$ cat src/include/acpm_pkg.sv
// Shared constants and types for the amplifier pin manager
package acpm_pkg;

  // Operating phases after reset release
  typedef enum logic [1:0] {
    ACPM_CAPTURE,
    ACPM_INIT,
    ACPM_BOOT,
    ACPM_RUN
  } acpm_state_e;

  localparam int ACPM_NSTG = 4;

  // Bit positions inside the synchronised pin vector
  localparam int ACPM_SY_PDN  = 0;
  localparam int ACPM_SY_OC   = 1;
  localparam int ACPM_SY_OL   = 5;
  localparam int ACPM_SY_UV   = 9;
  localparam int ACPM_SY_CFG  = 10;
  localparam int ACPM_SY_TOP  = 12;
  localparam int ACPM_SY_TREF = 14;
  localparam int ACPM_SY_VA   = 15;
  localparam int ACPM_SY_VB   = 16;
  localparam int ACPM_SY_TSN  = 17;
  localparam int ACPM_SY_W    = 18;

  localparam logic [1:0] ACPM_CFG_RST  = 2'h0;
  localparam logic [1:0] ACPM_QD_NONE  = 2'h0;
  localparam logic [1:0] ACPM_QD_UP    = 2'h1;
  localparam logic [1:0] ACPM_QD_DOWN  = 2'h2;

  localparam int           ACPM_CAL_W    = 16;
  localparam logic [15:0]  ACPM_CAL_ZERO = 16'h0000;
  localparam logic [15:0]  ACPM_CAL_ONE  = 16'h0001;
  localparam logic [15:0]  ACPM_CAL_MAX  = 16'hffff;

endpackage : acpm_pkg

$ cat src/logic/acpm_pin_manager.sv
// Pin, fault and strap control of the class-D amplifier core
//
// Summary of operation
// - Power-down low stops PWM, floats every stage
// - Core logic keeps running during power-down
// - Power-down drives all four fault outputs low
// - Stage overcurrent latch; firmware or power-down clears
// - Power-down input active low, idle high
// - Stage overload or overcurrent asserts its fault
// - Supply undervoltage asserts all four faults
// - Fault outputs open-drain, only pull low
// - Capture two config straps at reset exit
// - Strap pins become outputs once init is done (boot phase)
// - Config bit0 pin drives protection status
// - Topology pins read as stage configuration
// - Multi-purpose pin role follows operating phase
// - Slave select picks SPI data pin directions
// - Running: select and data-in become encoder
// - Timing pin calibrates thermal sense to clock
// - Config bit1 pin drives supply sync output
// - Config held until reset; topology not latched
`timescale 1ns/1ps
module acpm_pin_manager
  import acpm_pkg::*;
(
  input  wire logic                  sys_clk,
  input  wire logic                  rstn,
  input  wire logic                  outputPowerdownN,
  input  wire logic [ACPM_NSTG-1:0]  stageOvercurrent,
  input  wire logic [ACPM_NSTG-1:0]  stageOverload,
  input  wire logic                  supplyUndervoltage,
  input  wire logic [ACPM_NSTG-1:0]  fwOcClear,
  input  wire logic [ACPM_NSTG-1:0]  pwmRequest,
  input  wire logic                  initDone,
  input  wire logic                  fwRunning,
  input  wire logic                  protStatus,
  input  wire logic                  syncSource,
  input  wire logic                  coreSck,
  input  wire logic                  coreMosi,
  input  wire logic                  coreMiso,
  input  wire logic                  tempSenseDrive,
  input  wire logic                  tempSenseLevel,
  input  wire logic                  calStart,
  input  wire logic                  stageTopologyBit0,
  input  wire logic                  stageTopologyBit1,
  input  wire logic                  volumePhaseA,
  input  wire logic                  volumePhaseBIn,
  output logic                       volumePhaseBOut,
  output logic                       volumePhaseBOeN,
  input  wire logic                  thermalReferencePinIn,
  output logic                       thermalReferencePinOut,
  output logic                       thermalReferencePinOeN,
  input  wire logic                  thermalSensePinIn,
  output logic                       thermalSensePinOut,
  output logic                       thermalSensePinOeN,
  output logic                       thermalTimingPinOut,
  output logic                       thermalTimingPinOeN,
  input  wire logic                  ampConfigBit0In,
  output logic                       ampConfigBit0Out,
  output logic                       ampConfigBit0OeN,
  input  wire logic                  ampConfigBit1In,
  output logic                       ampConfigBit1Out,
  output logic                       ampConfigBit1OeN,
  output logic [ACPM_NSTG-1:0]       stageFaultNOut,
  output logic [ACPM_NSTG-1:0]       stageFaultNOeN,
  output logic [ACPM_NSTG-1:0]       pwmDriveEn,
  output logic                       stageFloat,
  output logic                       audioOutEn,
  output logic [ACPM_NSTG-1:0]       ocLatched,
  output logic [1:0]                 ampConfig,
  output logic [1:0]                 stageTopology,
  output acpm_state_e                opState,
  output logic                       spiMasterMode,
  output logic                       spiSlaveSelN,
  output logic                       pinMosi,
  output logic                       pinMiso,
  output logic                       thermalRefLevel,
  output logic                       volStepUp,
  output logic                       volStepDown,
  output logic [ACPM_CAL_W-1:0]      calCycles,
  output logic                       calDone
);

  function automatic logic spiPhase(input acpm_state_e s);
    spiPhase = (s == ACPM_INIT) || (s == ACPM_BOOT);
  endfunction : spiPhase

  function automatic logic fwActive(input acpm_state_e s);
    fwActive = (s == ACPM_BOOT) || (s == ACPM_RUN);
  endfunction : fwActive

  // Gray-sequence step of the two encoder phases
  function automatic logic [1:0] quadDir(input logic [1:0] p, input logic [1:0] c);
    logic [1:0] r;
    r = ACPM_QD_NONE;
    case ({p, c})
      4'h1, 4'h7, 4'he, 4'h8: r = ACPM_QD_UP;
      4'h2, 4'hb, 4'hd, 4'h4: r = ACPM_QD_DOWN;
      default:                r = ACPM_QD_NONE;
    endcase
    quadDir = r;
  endfunction : quadDir

  logic [ACPM_SY_W-1:0]   syncD;
  logic [ACPM_SY_W-1:0]   syncQ;
  logic                   pdnS;
  logic                   pdAct;
  logic                   uvS;
  logic [ACPM_NSTG-1:0]   ocS;
  logic [ACPM_NSTG-1:0]   olS;
  logic [ACPM_NSTG-1:0]   stageFault;
  acpm_state_e            state_r;
  acpm_state_e            state_nxt;
  logic [ACPM_NSTG-1:0]   ocLatch_r;
  logic [ACPM_NSTG-1:0]   faultOeN_r;
  logic [ACPM_NSTG-1:0]   pwmEn_r;
  logic                   float_r;
  logic [1:0]             ampCfg_r;
  logic [1:0]             topo_r;
  logic [1:0]             volPrev_r;
  logic                   volUp_r;
  logic                   volDn_r;
  logic                   calBusy_r;
  logic [ACPM_CAL_W-1:0]  calCnt_r;
  logic [ACPM_CAL_W-1:0]  calCycles_r;
  logic                   calDone_r;
  logic                   trefOut_r;
  logic                   trefOeN_r;
  logic                   tsnOut_r;
  logic                   tsnOeN_r;
  logic                   vbOut_r;
  logic                   vbOeN_r;
  logic                   cfg0Out_r;
  logic                   cfg0OeN_r;
  logic                   cfg1Out_r;
  logic                   cfg1OeN_r;
  logic                   spiIn_r;
  logic                   master;

  assign syncD = {thermalSensePinIn, volumePhaseBIn, volumePhaseA, thermalReferencePinIn,
                  stageTopologyBit1, stageTopologyBit0, ampConfigBit1In, ampConfigBit0In,
                  supplyUndervoltage, stageOverload, stageOvercurrent, outputPowerdownN};

  acpm_sync3 #(
    .W (ACPM_SY_W)
  ) u_sync (
    .sys_clk (sys_clk),
    .d       (syncD),
    .q       (syncQ)
  );

  assign pdnS   = syncQ[ACPM_SY_PDN];
  assign pdAct  = ~pdnS;
  assign uvS    = syncQ[ACPM_SY_UV];
  assign ocS    = syncQ[ACPM_SY_OC +: ACPM_NSTG];
  assign olS    = syncQ[ACPM_SY_OL +: ACPM_NSTG];
  assign master = syncQ[ACPM_SY_VA];

  always_comb begin
    state_nxt = state_r;
    case (state_r)
      ACPM_CAPTURE: state_nxt = ACPM_INIT;
      ACPM_INIT:    state_nxt = initDone ? ACPM_BOOT : ACPM_INIT;
      ACPM_BOOT:    state_nxt = fwRunning ? ACPM_RUN : ACPM_BOOT;
      ACPM_RUN:     state_nxt = ACPM_RUN;
      default:      state_nxt = ACPM_CAPTURE;
    endcase
  end

  always_ff @(posedge sys_clk or negedge rstn) begin
    if (!rstn) begin
      state_r <= ACPM_CAPTURE;
    end else begin
      state_r <= state_nxt;
    end
  end

  // capture on first edge after release
  always_ff @(posedge sys_clk or negedge rstn) begin
    if (!rstn) begin
      ampCfg_r <= ACPM_CFG_RST;
    end else if (state_r == ACPM_CAPTURE) begin
      ampCfg_r <= syncQ[ACPM_SY_CFG +: 2];
    end
  end

  always_ff @(posedge sys_clk or negedge rstn) begin
    if (!rstn) begin
      topo_r <= ACPM_CFG_RST;
    end else begin
      topo_r <= syncQ[ACPM_SY_TOP +: 2];
    end
  end

  for (genvar i = 0; i < ACPM_NSTG; i++) begin : g_stage
    always_ff @(posedge sys_clk or negedge rstn) begin
      if (!rstn) begin
        ocLatch_r[i] <= 1'b0;
      end else if (pdAct) begin
        ocLatch_r[i] <= 1'b0;
      end else if (ocS[i]) begin
        ocLatch_r[i] <= 1'b1;
      end else if (fwOcClear[i]) begin
        ocLatch_r[i] <= 1'b0;
      end
    end

    assign stageFault[i] = ocLatch_r[i] | ocS[i] | olS[i] | uvS | pdAct;

    always_ff @(posedge sys_clk or negedge rstn) begin
      if (!rstn) begin
        faultOeN_r[i] <= 1'b1;
      end else begin
        faultOeN_r[i] <= ~stageFault[i];
      end
    end

    always_ff @(posedge sys_clk or negedge rstn) begin
      if (!rstn) begin
        pwmEn_r[i] <= 1'b0;
      end else begin
        pwmEn_r[i] <= pdnS & pwmRequest[i] & ~ocLatch_r[i] & (state_r == ACPM_RUN);
      end
    end
  end

  always_ff @(posedge sys_clk or negedge rstn) begin
    if (!rstn) begin
      float_r <= 1'b1;
    end else begin
      float_r <= pdAct;
    end
  end

  // Strap pins stay inputs until init is done and the boot phase starts
  always_ff @(posedge sys_clk or negedge rstn) begin
    if (!rstn) begin
      cfg0Out_r <= 1'b0;
      cfg0OeN_r <= 1'b1;
      cfg1Out_r <= 1'b0;
      cfg1OeN_r <= 1'b1;
    end else begin
      cfg0OeN_r <= ~fwActive(state_nxt);
      cfg1OeN_r <= ~fwActive(state_nxt);
      cfg0Out_r <= protStatus;
      cfg1Out_r <= syncSource;
    end
  end

  always_ff @(posedge sys_clk or negedge rstn) begin
    if (!rstn) begin
      trefOut_r <= 1'b0;
      trefOeN_r <= 1'b1;
    end else begin
      trefOut_r <= coreSck;
      trefOeN_r <= ~spiPhase(state_nxt);
    end
  end

  always_ff @(posedge sys_clk or negedge rstn) begin
    if (!rstn) begin
      tsnOut_r <= 1'b0;
      tsnOeN_r <= 1'b1;
      vbOut_r  <= 1'b0;
      vbOeN_r  <= 1'b1;
    end else if (spiPhase(state_nxt)) begin
      tsnOut_r <= coreMosi;
      tsnOeN_r <= ~master;
      vbOut_r  <= coreMiso;
      vbOeN_r  <= master;
    end else if (state_nxt == ACPM_RUN) begin
      // Sense pin handed to the thermal routine
      tsnOut_r <= tempSenseLevel;
      tsnOeN_r <= ~tempSenseDrive;
      vbOut_r  <= 1'b0;
      vbOeN_r  <= 1'b1;
    end else begin
      tsnOut_r <= 1'b0;
      tsnOeN_r <= 1'b1;
      vbOut_r  <= 1'b0;
      vbOeN_r  <= 1'b1;
    end
  end

  // Incoming SPI data only meaningful in the SPI phases
  always_ff @(posedge sys_clk or negedge rstn) begin
    if (!rstn) begin
      spiIn_r <= 1'b0;
    end else begin
      spiIn_r <= spiPhase(state_r);
    end
  end

  always_ff @(posedge sys_clk or negedge rstn) begin
    if (!rstn) begin
      volPrev_r <= 2'h0;
      volUp_r   <= 1'b0;
      volDn_r   <= 1'b0;
    end else begin
      volPrev_r <= {syncQ[ACPM_SY_VB], syncQ[ACPM_SY_VA]};
      volUp_r   <= (state_r == ACPM_RUN) &&
                   (quadDir(volPrev_r, {syncQ[ACPM_SY_VB], syncQ[ACPM_SY_VA]}) == ACPM_QD_UP);
      volDn_r   <= (state_r == ACPM_RUN) &&
                   (quadDir(volPrev_r, {syncQ[ACPM_SY_VB], syncQ[ACPM_SY_VA]}) == ACPM_QD_DOWN);
    end
  end

  // clock-count calibration of the sense charge time
  always_ff @(posedge sys_clk or negedge rstn) begin
    if (!rstn) begin
      calBusy_r   <= 1'b0;
      calCnt_r    <= ACPM_CAL_ZERO;
      calCycles_r <= ACPM_CAL_ZERO;
      calDone_r   <= 1'b0;
    end else begin
      calDone_r <= 1'b0;
      if (calBusy_r) begin
        // Saturating: a missing sensor must not hang the routine
        if (syncQ[ACPM_SY_TSN] || (calCnt_r == ACPM_CAL_MAX)) begin
          calBusy_r   <= 1'b0;
          calCycles_r <= calCnt_r;
          calDone_r   <= 1'b1;
        end else begin
          calCnt_r <= calCnt_r + ACPM_CAL_ONE;
        end
      end else if (calStart && (state_r == ACPM_RUN)) begin
        calBusy_r <= 1'b1;
        calCnt_r  <= ACPM_CAL_ZERO;
      end
    end
  end

  assign stageFaultNOut         = '0;
  assign stageFaultNOeN         = faultOeN_r;
  assign pwmDriveEn             = pwmEn_r;
  assign stageFloat             = float_r;
  assign audioOutEn             = ~float_r;
  assign ocLatched              = ocLatch_r;
  assign ampConfig              = ampCfg_r;
  assign stageTopology          = topo_r;
  assign opState                = state_r;
  assign ampConfigBit0Out       = cfg0Out_r;
  assign ampConfigBit0OeN       = cfg0OeN_r;
  assign ampConfigBit1Out       = cfg1Out_r;
  assign ampConfigBit1OeN       = cfg1OeN_r;
  assign thermalReferencePinOut = trefOut_r;
  assign thermalReferencePinOeN = trefOeN_r;
  assign thermalSensePinOut     = tsnOut_r;
  assign thermalSensePinOeN     = tsnOeN_r;
  assign volumePhaseBOut        = vbOut_r;
  assign volumePhaseBOeN        = vbOeN_r;
  assign thermalTimingPinOut    = calBusy_r;
  assign thermalTimingPinOeN    = ~calBusy_r;
  assign spiMasterMode          = master;
  assign spiSlaveSelN           = syncQ[ACPM_SY_VA];
  assign pinMosi                = spiIn_r & syncQ[ACPM_SY_TSN];
  assign pinMiso                = spiIn_r & syncQ[ACPM_SY_VB];
  assign thermalRefLevel        = syncQ[ACPM_SY_TREF];
  assign volStepUp              = volUp_r;
  assign volStepDown            = volDn_r;
  assign calCycles              = calCycles_r;
  assign calDone                = calDone_r;
endmodule : acpm_pin_manager

$ cat src/logic/acpm_sync3.sv
// Three-stage pin synchroniser with agreement filter
`timescale 1ns/1ps
module acpm_sync3 #(
  parameter int W = 1
) (
  input  wire logic         sys_clk,
  input  wire logic [W-1:0] d,
  output logic      [W-1:0] q
);

  logic [W-1:0] s1;
  logic [W-1:0] s2;
  logic [W-1:0] s3;
  logic [W-1:0] q_r;

  // No reset: straps must be settled while the core reset is still low
  always_ff @(posedge sys_clk) begin
    s1 <= d;
    s2 <= s1;
    s3 <= s2;
  end

  // A bit moves only when the second and third stage agree
  always_ff @(posedge sys_clk) begin
    q_r <= (s2 & ~(s2 ^ s3)) | (q_r & (s2 ^ s3));
  end

  assign q = q_r;

endmodule : acpm_sync3

$ cat config.mk
export PLATFORM = sky130hd
export DESIGN_NAME = acpm_pin_manager
export DESIGN_NICKNAME = d
export VERILOG_FILES = /design/src/include/acpm_pkg.sv /design/src/logic/acpm_pin_manager.sv /design/src/logic/acpm_sync3.sv
export SDC_FILE = /design/constraint.sdc
export NUM_CORES = 1
export LEC_CHECK = 0
export BUFFER_PORTS_ARGS = -buffer_cell sky130_fd_sc_hd__buf_2
export CELL_PAD_IN_SITES_DETAIL_PLACEMENT = 0
export CELL_PAD_IN_SITES_GLOBAL_PLACEMENT = 1
export CORE_ASPECT_RATIO = 2
export CORE_UTILIZATION = 44
export DETAILED_ROUTE_END_ITERATION = 12
export PLACE_DENSITY_LB_ADDON = 0.1
export SLEW_MARGIN = 20
export SYNTH_ARGS = -nofsm -noshare
export SYNTH_HDL_FRONTEND = slang
export SYNTH_HIERARCHICAL = 1
export SYNTH_SLANG_ARGS = --single-unit
export TNS_END_PERCENT = 1
$ cat constraint.sdc
create_clock -name sys_clk -period 2.7 [get_ports sys_clk]
set_clock_uncertainty 0.2 [all_clocks]
set_input_delay 0.27 -clock sys_clk [delete_from_list [all_inputs] [get_ports sys_clk]]
set_output_delay 0.27 -clock sys_clk [all_outputs]
set_load 0.01 [all_outputs]
==> qor.yml <==
outcome: "finished, final reports clean"
post-synth-top-count-cell: "dfrtp_1"
ys_types: 49
worstHoldStart: "initDone"
fin_crit_sh_pct: 91.7
yosys-mux-area-fraction_pct: 5.41
clk_latency_ps: 410
synth_warnings: 6
holdPathStages: 3
synth_fa_ha_area_share_pct: 2.11
htreeDepth: 4
area_growth_syn_to_layout_pct: 34.0
dieHeight_um: 149
max-slew-margin-rel_pct: 64.2
worstPathRequired_ps: 2800
synth_cells: 331
period_minus_slack_ps: 2480
finalWirelength_um: 9250
p_per_area_nw_per_um2: 982
yosys_register_bits: 139
fin_ws_ps: 223
grt_max_degree: 68
place.gp.congestion: 0.817
switching_share_pct: 27.8
hold_class: "primary input to register"
worstPathArrival_ps: 2570
antenna_found_initial: 0
tightest_slew_ps: 535
ys.flop_type: "dfrtp_1"
p_clk_share_pct: 38.5
final_util_pct: 60.6
critPathKind: "register to register"
p_leak_nw: 2.98
synth_area_um2: 4740
critical-path-top-delay-family: "adder cells"
synth_top_family_by_area: "simple AND/OR/NAND/NOR gates"
ios: 98
tns_ps: 0
synthTopCellsByCount: "58 x dfrtp_1, 54 x dfxtp_1, 21 x inv_1, 20 x xnor2_1, 18 x edfxtp_1"
grt_overflow: 0
fp.coreArea_um2: 10500
reg2reg_slack_ps: 220
portBuffers: 93
cts_inserted_buffers: 17
layout.nets: 522
final_max_slew_viol_count: 0
cts_buffer_depth: 2
dieArea_um2: 11200
final-setup-viol-count: 0
ant_nets: 0
end_kind: "register"
cts_tree: "done"
rows: 53
rsz0062_at_grt: "no"
ys_top_cells_by_area: "dfrtp_1 31%, dfxtp_1 23%, edfxtp_1 11%"
synth-simple-area-share_pct: 9.48
r2r-start: "opState[0]"
drt_iter0_drc: 138
cp.buffers_inverters: 1
fillers: 866
initial_core_util_pct: 45.2
max_freq_mhz: 404
cts.sinks: 139
crit_fanout: 7
intPower_w: 0.00450
p_switching_w: 0.00173
vias_per_cell: 4.80
drive_above_1_share_pct: 34.6
worst_r2r_path_depth: 7
wire_per_inst_um: 14.8
startpoint_type: "register"
vias: 3005
cts_setup_buffers: 0
yosys.area.top_type: "dfrtp_1"
ys_seq_area_share_pct: 69.8
path_cells: "ha_1, a211oi_1, o21a_1, ha_1, nand3_1, o21ai_0, dlygate4sd3_1"
grt_pass1_wl_um: 14600
drv_cap: 0
min_to: "opState[0]"
firstDrtPassIters: 4
synth_compound_area_share_pct: 5.62
max_stage_delay_ps: 550
place_ws_ps: 205
seq_power_share_pct: 42.7
ir_worst_vdd_mv: 0.637
synth-edff-count: 18
dp_hpwl_um: 6420
grt_pass1_vias: 3094
power_frac_comb_pct: 18.8
cpMostUsedCell: "ha_1"
track_usage_pct: 18.4
die_w_um: 75.4
drc_errors: 0
num_antenna_cells: 0
async_reset_ff_share_pct: 48.2
hold_violations: 0
clk_pin_slew_worst_paths_ps: 60
synth_xor_area_share_pct: 3.88
cp_slowest_cell: "dlygate4sd3_1"
avgSynthCellArea_um2: 14.3
crit_start: "opState[0]"
worstReg2RegEnd: "thermalSensePinOut"
cts_root_buf: "clkbuf_16"
synth_top_area_share_pct: 30.6
## worst max-delay path by stage
stage,cells past startpoint,slack [ps],to
2_1_floorplan,6,500,calCycles[10]
3_5_place_dp,6,200,calCnt_r[6]
3_3_place_gp,6,290,calCnt_r[3]
4_1_cts,6,180,calCnt_r[6]
6_report,7,220,thermalSensePinOut
5_1_grt,7,40,thermalSensePinOut
## power groups by stage
stage	sequential, W	combinational, W	clock (W)
2_1_floorplan	0.00275	0.000610	0
3_3_place_gp	0.00270	0.00112	0
3_5_place_dp	0.00270	0.00114	0
4_1_cts	0.00267	0.00120	0.00245
5_1_grt	0.00271	0.00131	0.00254
6_report	0.00266	0.00118	0.00240
## stage by stage
step           cells  hold WS (ps)  total power, W  area (um2)
2_1_floorplan    334          -226         0.00336        4750
3_3_place_gp     560           110         0.00381        5380
3_5_place_dp     560           112         0.00384        5380
4_1_cts          626          4.15         0.00632        6350
5_1_grt          626          41.7         0.00656        6350
6_report         626          15.2         0.00624        6350
## layer usage
metal  share of wire (%)  GRT usage [%]  vias up
met3                 3.3           5.34       23
met2                  56           32.4       82
li1                    -              -     1449
met4                 4.5           12.1        0
met5                   0              0        -
met1                  37           17.6     1451
## worst min-delay path, stage by stage
cell	delay, ps
buf_2	100
o21a_1	150
inv_1	60
## cell type report
type	count	area [um2]	share of cell area, %
clock inverters	14	185	2.92
flip-flops and latches	139	3310	52.1
repair buffers	136	886	14.0
multi-input cells	159	1270	20.0
clock buffers	18	439	6.92
well taps	137	171	2.70
inverters	23	86.3	1.36
## cells by family (layout without fill, tap and decap cells)
logic type | after synthesis | count (layout)
other | 1 | 4
multiplexers | 20 | 20
adder cells (fa/ha/maj) | 8 | 8
buffers and inverters | 36 | 191
XOR/XNOR | 21 | 21
AND/OR/NAND/NOR | 73 | 73
flip-flops | 139 | 139
AO/OA/AOI/OAI | 33 | 33
## cell usage in the layout (no fill, tap or decap), types with 5 or more instances in the layout
cell type and count:
dlygate4sd3_1 34, ha_1 8, nor3b_1 5, nand3_1 7, mux2_4 9, xnor2_1 20
nand4_1 11, dfstp_2 9, nor4_1 7, clkinv_4 6, clkbuf_16 17, nand2_1 7
dfrtp_1 58, a21oi_1 5, dfxtp_1 54, edfxtp_1 18, and4_1 7, buf_4 8
inv_1 21, nor2_1 10, buf_2 93, mux2_2 9
## timing repair
| action | CTS | global route |
|---|---|---|
| endpoints found under the setup margin | 0 | 1 |
| hold buffers | 34 | 0 |
| endpoints found under the hold margin | 99 | 0 |
| resized for setup | 0 | 1 |
Power figures use the tool's default switching activity.
